<file path="src/rtl/mac_fifo_regs_pkg.sv">
package mac_fifo_regs_pkg;

    // Bus geometry
    localparam int ADDR_W = 8;
    localparam int DATA_W = 32;
    localparam int REG_W = 16;

    // Register indices as printed, byte address is four times the index
    localparam logic [7:0] IDX_CTRL = 8'h10;
    localparam logic [7:0] IDX_INTEN = 8'h12;
    localparam logic [7:0] IDX_STATUS = 8'h13;
    localparam logic [7:0] IDX_SWRST = 8'h14;
    localparam logic [7:0] IDX_CLEAR = 8'h15;
    localparam logic [ADDR_W-1:0] ADDR_CTRL = {IDX_CTRL[5:0], 2'h0};
    localparam logic [ADDR_W-1:0] ADDR_INTEN = {IDX_INTEN[5:0], 2'h0};
    localparam logic [ADDR_W-1:0] ADDR_STATUS = {IDX_STATUS[5:0], 2'h0};
    localparam logic [ADDR_W-1:0] ADDR_SWRST = {IDX_SWRST[5:0], 2'h0};
    localparam logic [ADDR_W-1:0] ADDR_CLEAR = {IDX_CLEAR[5:0], 2'h0};

    // Control register fields and hardware reset value
    localparam int BIT_PASS_ODD = 6;
    localparam int BIT_RXCLK_ON = 3;
    localparam logic [REG_W-1:0] CTRL_RESET = 16'h4448;

    // Interrupt enable and status field positions
    localparam int BIT_FIFO_ERR = 7;
    localparam int BIT_IDLE_INS = 3;
    localparam int BIT_IDLE_DEL = 2;
    localparam logic [REG_W-1:0] INTEN_RESET = 16'h0000;

    // Software reset command bit
    localparam int BIT_SWRST_GO = 0;

    // Number of latched event flags
    localparam int NUM_EVT = 3;

    // Copper elastic FIFO event inputs
    typedef struct packed {
        logic fifo_err;
        logic idle_ins;
        logic idle_del;
    } fifo_events_t;

    // State of the register group except the latched flags
    typedef struct packed {
        logic [REG_W-1:0] ctrl;
        logic pass_odd_live;
        logic rxclk_on_live;
        logic [REG_W-1:0] inten;
        logic pready;
        logic [DATA_W-1:0] prdata;
        logic pslverr;
        logic irq;
    } regs_state_t;

    // State of one latched flag
    typedef struct packed {
        logic q;
    } flag_state_t;

endpackage

</file>
<file path="src/rtl/sticky_flag.sv">
`timescale 1ns/1ns
module sticky_flag
(
    // Clock and reset
    input wire logic pclk,
    input wire logic presetn,
    // Set and clear requests
    input wire logic set,
    input wire logic clr,
    // Latched value
    output logic q
);

    // Current and next state
    mac_fifo_regs_pkg::flag_state_t st;
    mac_fifo_regs_pkg::flag_state_t next_st;

    // Set beats clear so an event in the clear cycle survives
    always_comb
    begin
        next_st.q = set | (st.q & ~clr);
    end

    // State register
    always_ff @(posedge pclk or negedge presetn)
    begin
        if (!presetn)
        begin
            st <= '0;
        end
        else
        begin
            st <= next_st;
        end
    end

    assign q = st.q;

endmodule // sticky_flag

</file>
<file path="src/rtl/mac_side_fifo_ctrl_status.sv">
// Notes on behaviour
// - Preamble bit 0 pads, 1 passes; reset 1
// - Control changes take effect at software reset
// - Receive clock control 1 keeps clock running
// - Three interrupt enables, bits 7,3,2, reset 0
// - FIFO over/underflow latches status bit 7
// - Idle insertion latches status bit 3
// - Idle deletion latches status bit 2
//
// Register access over APB is this design's own decision.
`timescale 1ns/1ns
module mac_side_fifo_ctrl_status
(
    // Clock and reset
    input wire logic pclk,
    input wire logic presetn,
    // APB slave
    input wire logic psel,
    input wire logic penable,
    input wire logic pwrite,
    input wire logic [mac_fifo_regs_pkg::ADDR_W-1:0] paddr,
    input wire logic [mac_fifo_regs_pkg::DATA_W-1:0] pwdata,
    input wire logic [3:0] pstrb,
    output logic [mac_fifo_regs_pkg::DATA_W-1:0] prdata,
    output logic pready,
    output logic pslverr,
    // Copper FIFO events
    input wire mac_fifo_regs_pkg::fifo_events_t events,
    // Controls in effect
    output logic pass_odd_preamble,
    output logic rx_clk_always_on,
    // Interrupt
    output logic irq
);

    // Register state and its next value
    mac_fifo_regs_pkg::regs_state_t st;
    mac_fifo_regs_pkg::regs_state_t next_st;

    // Latched flags: [2] FIFO error, [1] idle inserted, [0] idle deleted
    logic [mac_fifo_regs_pkg::NUM_EVT-1:0] stat;
    logic [mac_fifo_regs_pkg::NUM_EVT-1:0] stat_set;
    logic [mac_fifo_regs_pkg::NUM_EVT-1:0] stat_clr;
    // Enables in the same bit order as the flags
    logic [mac_fifo_regs_pkg::NUM_EVT-1:0] en_vec;
    // Status as it reads on the bus
    logic [mac_fifo_regs_pkg::REG_W-1:0] stat_word;

    // Bus phase decode
    logic access;
    logic done;
    logic wr_done;
    logic rd_done;
    logic mapped;
    logic swrst;
    logic [mac_fifo_regs_pkg::REG_W-1:0] wmask;
    logic [mac_fifo_regs_pkg::REG_W-1:0] clear_word;

    // Transfer completes at the edge where pready is seen high
    // One fixed wait state keeps read data a registered snapshot, which the
    // read-clear logic relies on; errored transfers neither write nor clear
    assign access = psel & penable;
    assign done = access & st.pready;
    assign wr_done = done & pwrite & ~st.pslverr;
    assign rd_done = done & ~pwrite & ~st.pslverr;

    // Known addresses; anything else answers with pslverr
    // Holes answer with an error so a mistyped address shows up at the host
    assign mapped = (paddr == mac_fifo_regs_pkg::ADDR_CTRL)
        | (paddr == mac_fifo_regs_pkg::ADDR_INTEN)
        | (paddr == mac_fifo_regs_pkg::ADDR_STATUS)
        | (paddr == mac_fifo_regs_pkg::ADDR_SWRST)
        | (paddr == mac_fifo_regs_pkg::ADDR_CLEAR);

    // Byte lanes for the 16-bit registers
    assign wmask = {{8{pstrb[1]}}, {8{pstrb[0]}}};

    // Software reset command, self clearing
    assign swrst = wr_done & (paddr == mac_fifo_regs_pkg::ADDR_SWRST)
        & pstrb[0] & pwdata[mac_fifo_regs_pkg::BIT_SWRST_GO];

    // Write-one-to-clear word, only when that register is hit
    // Lanes left unstrobed clear nothing
    assign clear_word = (wr_done && paddr == mac_fifo_regs_pkg::ADDR_CLEAR)
        ? (pwdata[15:0] & wmask) : 16'h0000;

    // Event inputs straight onto the flag set terms
    assign stat_set = {events.fifo_err, events.idle_ins, events.idle_del};

    // Clear only what the read actually returned, so a later event is kept
    // Hazard: clearing from the live flags would lose an event that lands
    // between the data snapshot and the completing edge
    always_comb
    begin
        stat_clr[2] = swrst | clear_word[mac_fifo_regs_pkg::BIT_FIFO_ERR]
            | (rd_done & (paddr == mac_fifo_regs_pkg::ADDR_STATUS)
            & st.prdata[mac_fifo_regs_pkg::BIT_FIFO_ERR]);
        stat_clr[1] = swrst | clear_word[mac_fifo_regs_pkg::BIT_IDLE_INS]
            | (rd_done & (paddr == mac_fifo_regs_pkg::ADDR_STATUS)
            & st.prdata[mac_fifo_regs_pkg::BIT_IDLE_INS]);
        stat_clr[0] = swrst | clear_word[mac_fifo_regs_pkg::BIT_IDLE_DEL]
            | (rd_done & (paddr == mac_fifo_regs_pkg::ADDR_STATUS)
            & st.prdata[mac_fifo_regs_pkg::BIT_IDLE_DEL]);
    end

    // One latched flag per event
    // Set-wins lives in one small module so the three flags cannot drift apart
    genvar gi;
    generate
        for (gi = 0; gi < mac_fifo_regs_pkg::NUM_EVT; gi++)
        begin : g_flag
            sticky_flag u_flag
            (
                .pclk(pclk),
                .presetn(presetn),
                .set(stat_set[gi]),
                .clr(stat_clr[gi]),
                .q(stat[gi])
            );
        end
    endgenerate

    // Flags placed at their bit positions, reserved bits read zero
    always_comb
    begin
        stat_word = 16'h0000;
        stat_word[mac_fifo_regs_pkg::BIT_FIFO_ERR] = stat[2];
        stat_word[mac_fifo_regs_pkg::BIT_IDLE_INS] = stat[1];
        stat_word[mac_fifo_regs_pkg::BIT_IDLE_DEL] = stat[0];
    end

    // Enable bits lined up with the flags
    assign en_vec = {st.inten[mac_fifo_regs_pkg::BIT_FIFO_ERR],
        st.inten[mac_fifo_regs_pkg::BIT_IDLE_INS],
        st.inten[mac_fifo_regs_pkg::BIT_IDLE_DEL]};

    // Next state of registers, bus answer and controls
    always_comb
    begin
        next_st = st;
        next_st.pready = 1'b0;
        // Wait state: answer one cycle into the access phase
        // Address and direction come from the held request, never latched
        if (access && !st.pready)
        begin
            next_st.pready = 1'b1;
            next_st.pslverr = ~mapped;
            next_st.prdata = '0;
            if (!pwrite)
            begin
                case (paddr)
                    mac_fifo_regs_pkg::ADDR_CTRL:
                    begin
                        next_st.prdata[15:0] = st.ctrl;
                    end
                    mac_fifo_regs_pkg::ADDR_INTEN:
                    begin
                        next_st.prdata[15:0] = st.inten;
                    end
                    mac_fifo_regs_pkg::ADDR_STATUS:
                    begin
                        // Snapshot decides which bits the read clears
                        next_st.prdata[15:0] = stat_word;
                    end
                    default:
                    begin
                        // Command registers and holes read zero
                        next_st.prdata = '0;
                    end
                endcase
            end
        end
        else if (done)
        begin
            next_st.pslverr = 1'b0;
        end
        // Stored control bits change at once, the live copy does not
        if (wr_done && paddr == mac_fifo_regs_pkg::ADDR_CTRL)
        begin
            // Reserved fields are simply stored; host keeps them at reset value
            next_st.ctrl = (st.ctrl & ~wmask) | (pwdata[15:0] & wmask);
        end
        // All enable bits are storage, reserved ones included
        if (wr_done && paddr == mac_fifo_regs_pkg::ADDR_INTEN)
        begin
            next_st.inten = (st.inten & ~wmask) | (pwdata[15:0] & wmask);
        end
        // Disruptive controls go live only on a software reset
        // Stored controls and enables keep their values; the flags clear elsewhere
        if (swrst)
        begin
            next_st.pass_odd_live = st.ctrl[mac_fifo_regs_pkg::BIT_PASS_ODD];
            next_st.rxclk_on_live = st.ctrl[mac_fifo_regs_pkg::BIT_RXCLK_ON];
        end
        // Level interrupt from enabled latched flags
        // Registered so the pin cannot glitch while a flag and its enable move
        next_st.irq = |(stat & en_vec);
    end

    // State register, hardware reset loads documented values
    always_ff @(posedge pclk or negedge presetn)
    begin
        if (!presetn)
        begin
            // Hardware reset loads the power-up control value; software reset does not
            st.ctrl <= mac_fifo_regs_pkg::CTRL_RESET;
            st.pass_odd_live <= 1'b1;
            st.rxclk_on_live <= 1'b1;
            st.inten <= mac_fifo_regs_pkg::INTEN_RESET;
            st.pready <= 1'b0;
            st.prdata <= '0;
            st.pslverr <= 1'b0;
            st.irq <= 1'b0;
        end
        else
        begin
            st <= next_st;
        end
    end

    // Outputs straight from flip-flops
    // Nothing combinational reaches a pin, so boundary timing stays simple
    assign prdata = st.prdata;
    assign pready = st.pready;
    assign pslverr = st.pslverr;
    assign pass_odd_preamble = st.pass_odd_live;
    assign rx_clk_always_on = st.rxclk_on_live;
    assign irq = st.irq;
endmodule // mac_side_fifo_ctrl_status

</file>
<file path="config.mk">
export PLATFORM = sky130hd
export DESIGN_NAME = mac_side_fifo_ctrl_status
export DESIGN_NICKNAME = d
export VERILOG_FILES = /design/src/rtl/mac_fifo_regs_pkg.sv /design/src/rtl/sticky_flag.sv /design/src/rtl/mac_side_fifo_ctrl_status.sv
export SDC_FILE = /design/constraint.sdc
export NUM_CORES = 1
export LEC_CHECK = 0
export BUFFER_PORTS_ARGS = -buffer_cell sky130_fd_sc_hd__clkbuf_2
export CAP_MARGIN = 20
export CORE_AREA = 2 2 81 102
export CTS_BUF_LIST = sky130_fd_sc_hd__clkbuf_2
export CTS_CLUSTER_DIAMETER = 50
export DETAILED_ROUTE_END_ITERATION = 6
export DIE_AREA = 0 0 83 104
export GPL_TIMING_DRIVEN = 0
export SYNTH_ARGS = -nofsm -noshare
export SYNTH_HDL_FRONTEND = slang
export SYNTH_HIERARCHICAL = 1
export SYNTH_SLANG_ARGS = --single-unit
</file>
<file path="constraint.sdc">
create_clock -name pclk -period 1.6 [get_ports pclk]
set_clock_uncertainty 0.1 [all_clocks]
set_input_delay 0.16 -clock pclk [delete_from_list [all_inputs] [get_ports pclk]]
set_output_delay 0.16 -clock pclk [all_outputs]
set_load 0.01 [all_outputs]
</file>
### Yosys cells after proc, flatten, opt, wreduce, memory -nomap -nowiden

Cells that the tools add are included.

| word-level totals | value |
|---|---|
| bits in registers | 72 |
| input port bits | 52 |

| cells by class | value |
|---|---|
| equality and inequality tests | 5 |
| mux-type cells | 6 |
| bitwise logic cells | 42 |
| reductions and logical operators | 7 |

Operators with widths:

| cell | count |
|---|---|
| AND 16 bit | 3 |
| one-hot mux 16 bit (3 select lines) | 1 |
| == test 8 x 7 -> 1 bit (second input constant) | 5 |
| 2-to-1 mux 33 bit | 1 |
| OR 16 bit | 2 |
| AND 1 bit | 16 |
| 2-to-1 mux 16 bit | 1 |
| inverter 16 bit | 1 |
| OR 1 bit | 13 |
| 2-to-1 mux 8 bit | 1 |
| inverter 1 bit | 6 |
| logical AND 1 bit | 4 |
| AND 3 bit | 1 |
| OR reduction 3 bit | 1 |
| 2-to-1 mux 1 bit | 2 |
| nonzero test 2 bit | 1 |
| zero test 1 bit | 1 |

### Depth between registers and ports, before layout

| logic depth | value |
|---|---|
| depth in word-level cells | 12 |
| depth in mapped cells | 7 |
| gate-level depth less buffers | 6 |

### By module

The synthesis kept the hierarchy.

Modules (own cells, without submodules):

| module | times used | cells each | area each (sq um) | seq. area each (sq um) |
|---|---|---|---|---|
| mac_side_fifo_ctrl_status | 1 | 219 | 2,661.3 | 1,333.8 |
| sticky_flag | 3 | 3 | 36.3 | 25.0 |

### Worst setup path before layout

OpenSTA, ideal clock, no wires.

| path | value |
|---|---|
| path kind | flip-flop to flip-flop |
| start point | register, netlist name pslverr |
| end point | register (tool-made name) |
| library setup time | 0.125 ns |
| data arrival time | 1.604 ns |
| required time | 1.375 ns |
| setup slack | -0.229 ns |
| cell stages (with the launch flop) | 6 |
| clock period less this slack | 1.829 ns |
| cells stage by stage | dfrtp_1 and4b_1 nand3_1 or3_1 buf_6 mux2_4 |

==> flow_metrics.tcl <==
set metrics [dict create \
    arrival_ps 2070 \
    required_ps 1870 \
    grt-ovfl-total 0 \
    synthXorXnorAreaFrac_pct 0 \
    via_per_inst 4.55 \
    fp.dieH_um 104 \
    synth-simple-area-share_pct 9.26 \
    synth_adder_area_share_pct 0 \
    htreeDepth 2 \
    cp_max_fo 8 \
    syn_area_mm2 0.00277 \
    core_area_mm2 0.00770 \
    drt_pre_antenna_iters 4 \
    dp.final_hpwl_um 3990 \
    seqPwrFrac_pct 63.0 \
    tightestPinTransition_ps 843 \
    syn_inst 228 \
    synth_top_family_by_area "multiplexers" \
    drv_slew 0 \
    fp.dieW_um 83 \
    fin_crit_sh_pct 113 \
    n_fill_cell 738 \
    cp-start-kind "flip-flop" \
    final_common_cell "clkbuf_2" \
    p_sw_uw 590 \
    p_comb_share_pct 12.0 \
    slew_headroom_pct 43.8 \
    grt_pass1_wl_um 9860 \
    numPortBuffers 54 \
    peakVddDrop_mv 0.385 \
    max_freq_mhz 554 \
    fin_crit_ps 1800 \
    synth_compound_area_share_pct 6.55 \
    area_delta_synth_final_pct 35.7 \
    setup_tns_ps -4210 \
    grt_start_max_net_pins 37 \
    synthMuxAreaShare_pct 21.8 \
    grt_pass1_vias 2088 \
    switching_share_pct 26.0 \
    reg2reg_slack_ps -200 \
    ys_ff_latch 56 \
    wl_per_cell_um 13.6 \
    drc 0 \
    cts_sinks 56 \
    p_int_uw 1680 \
    yosysWarningCount 6 \
    initial_utilization_pct 36.0 \
    total_power_uw 2270 \
    power_leakage_uw 0.00193 \
    grtUsageTotal_pct 13.8 \
    ys_seq_area_share_pct 50.9 \
    fin_ws_ps -204 \
    drive_gt1_share_pct 48.7 \
    pwr-share-clk_pct 25.0 \
    dp.cells 393 \
    clock_path_buffers 2 \
    path_class "reg -> reg" \
    gp_congestion 0.853 \
    ant_nets 0 \
    cts_tree "yes" \
    r2r_start "pslverr" \
    finalHoldViolCount 0 \
    numCtsBuffers 5 \
    routed_wl_um 5860 \
    cap_violations 0 \
    reg2reg_depth 4 \
    final_util_pct 48.8 \
    die-area_mm2 0.00863 \
    clkTransAtPathRegs_ps 280 \
    layout.nets 388 \
    crit_start "pslverr" \
    num_rows 36 \
    num_antenna_cells 0 \
    fin_cells 432 \
    vias 1967 \
    grt_setup_unrepaired "yes" \
    layout_common_cells "60 x clkbuf_2, 50 x dfrtp_1, 35 x buf_4" \
    crit_path_end_kind "flip-flop" \
    avgSynthCellArea_um2 12.1 \
    hp-class "in -> reg" \
    synthDistinctLibCells 35 \
    finalSetupViolCount 34 \
    antenna_found_initial 0 \
    violations "negative setup slack" \
    io_pins 89 \
    status "complete, but fails checks" \
    dr.first_iter.drc_count 42 \
    clock_latency_ps 430 \
    p_per_area_mw_per_mm2 604 \
    cts-root-buf "clkbuf_2" \
]
==> synth_stat cells, drive strengths merged <==
library cell  number  area, µm²
nand3b             1       7.51
nor4b              2       23.8
and2               2       12.5
nand2             21       78.8
and4b              1       10.0
a22o               1       8.76
a21o               6       45.0
nand2b             1       6.26
inv                6       22.5
nand3              3       15.0
buf               38        290
o21ai             15       75.1
dfrtp             50       1250
or3                3       18.8
mux2              34        443
nor3b              2       15.0
nor3               2       10.0
mux2i             16        160
a22oi              2       15.0
nor2               4       20.0
conb               1       3.75
or4b               2       20.0
clkbuf             1       3.75
dfstp              6        158
a21oi              4       20.0
nand4              1       6.26
o211ai             1       7.51
nor4               1       12.5
a222oi             1       10.0
==> final cells by class <==
class,count,area (µm²),share of cell area (%)
tap,95,119,3.16
timing repair buffer,88,639,17.0
buffer,37,288,7.65
clock inverter,3,22.5,0.599
multi-input combinational,142,1230,32.8
inverter,6,22.5,0.599
sequential,56,1410,37.5
clock buffer,5,25.0,0.666
==> kinds of logic (layout without fill, tap and decap cells) <==
logic type	Yosys count	count (layout)
other	1	16
muxes	50	50
and+or+nand+nor	46	46
DFF	56	56
AOI/OAI and AO/OA	30	30
buffers and inverters	45	139
==> worst min-delay path by stage <==
stage	start	endpoint	slack, ps	depth (start not counted)
floorplan	presetn	async pin	-240	0
global placement	events[2]	g_flag[2].u_flag/q	240	2
detailed placement	presetn	async pin	80	1
CTS	paddr[4]	pslverr	10	4
global route	pwrite	prdata[3]	30	4
finish	paddr[4]	pslverr	60	4
==> worst max-delay path, stage by stage (launching register included) <==
cell	delay, ps
dfrtp_1	440
and4b_2	330
nand3_2	90
or3_4	440
mux2_4	330
==> power groups by stage <==
stage	logic, µW	registers (µW)	clock network [µW]
floorplan	94.3	1450	0
global placement	199	1450	0
detailed placement	207	1450	0
CTS	268	1430	616
global route	299	1430	672
finish	272	1430	569
==> per-layer routing <==
layer | wire (µm) | track usage [%]
met1 | 2500 | 16.3
met2 | 3120 | 25.6
met3 | 210 | 2.38
met4 | 25 | 3.63
met5 | 0 | 0
==> what timing repair did <==
action | CTS | global route
endpoints found under the hold margin | 89 | 0
resized for setup | 15 | 26
hold buffers | 26 | 0
buffers inserted | 5 | 2
setup endpoints to repair | 53 | 47
pin swaps | 3 | 5
==> per-stage QoR <==
stage	hold slack, ps	cell area [µm²]	setup WS [ps]
2_1_floorplan	-236	2840	-214
3_3_place_gp	240	3230	-293
3_5_place_dp	82.0	3250	-293
4_1_cts	14.1	3660	-211
5_1_grt	32.8	3760	-235
6_report	62.8	3760	-204
Power figures use the tool's default switching activity.
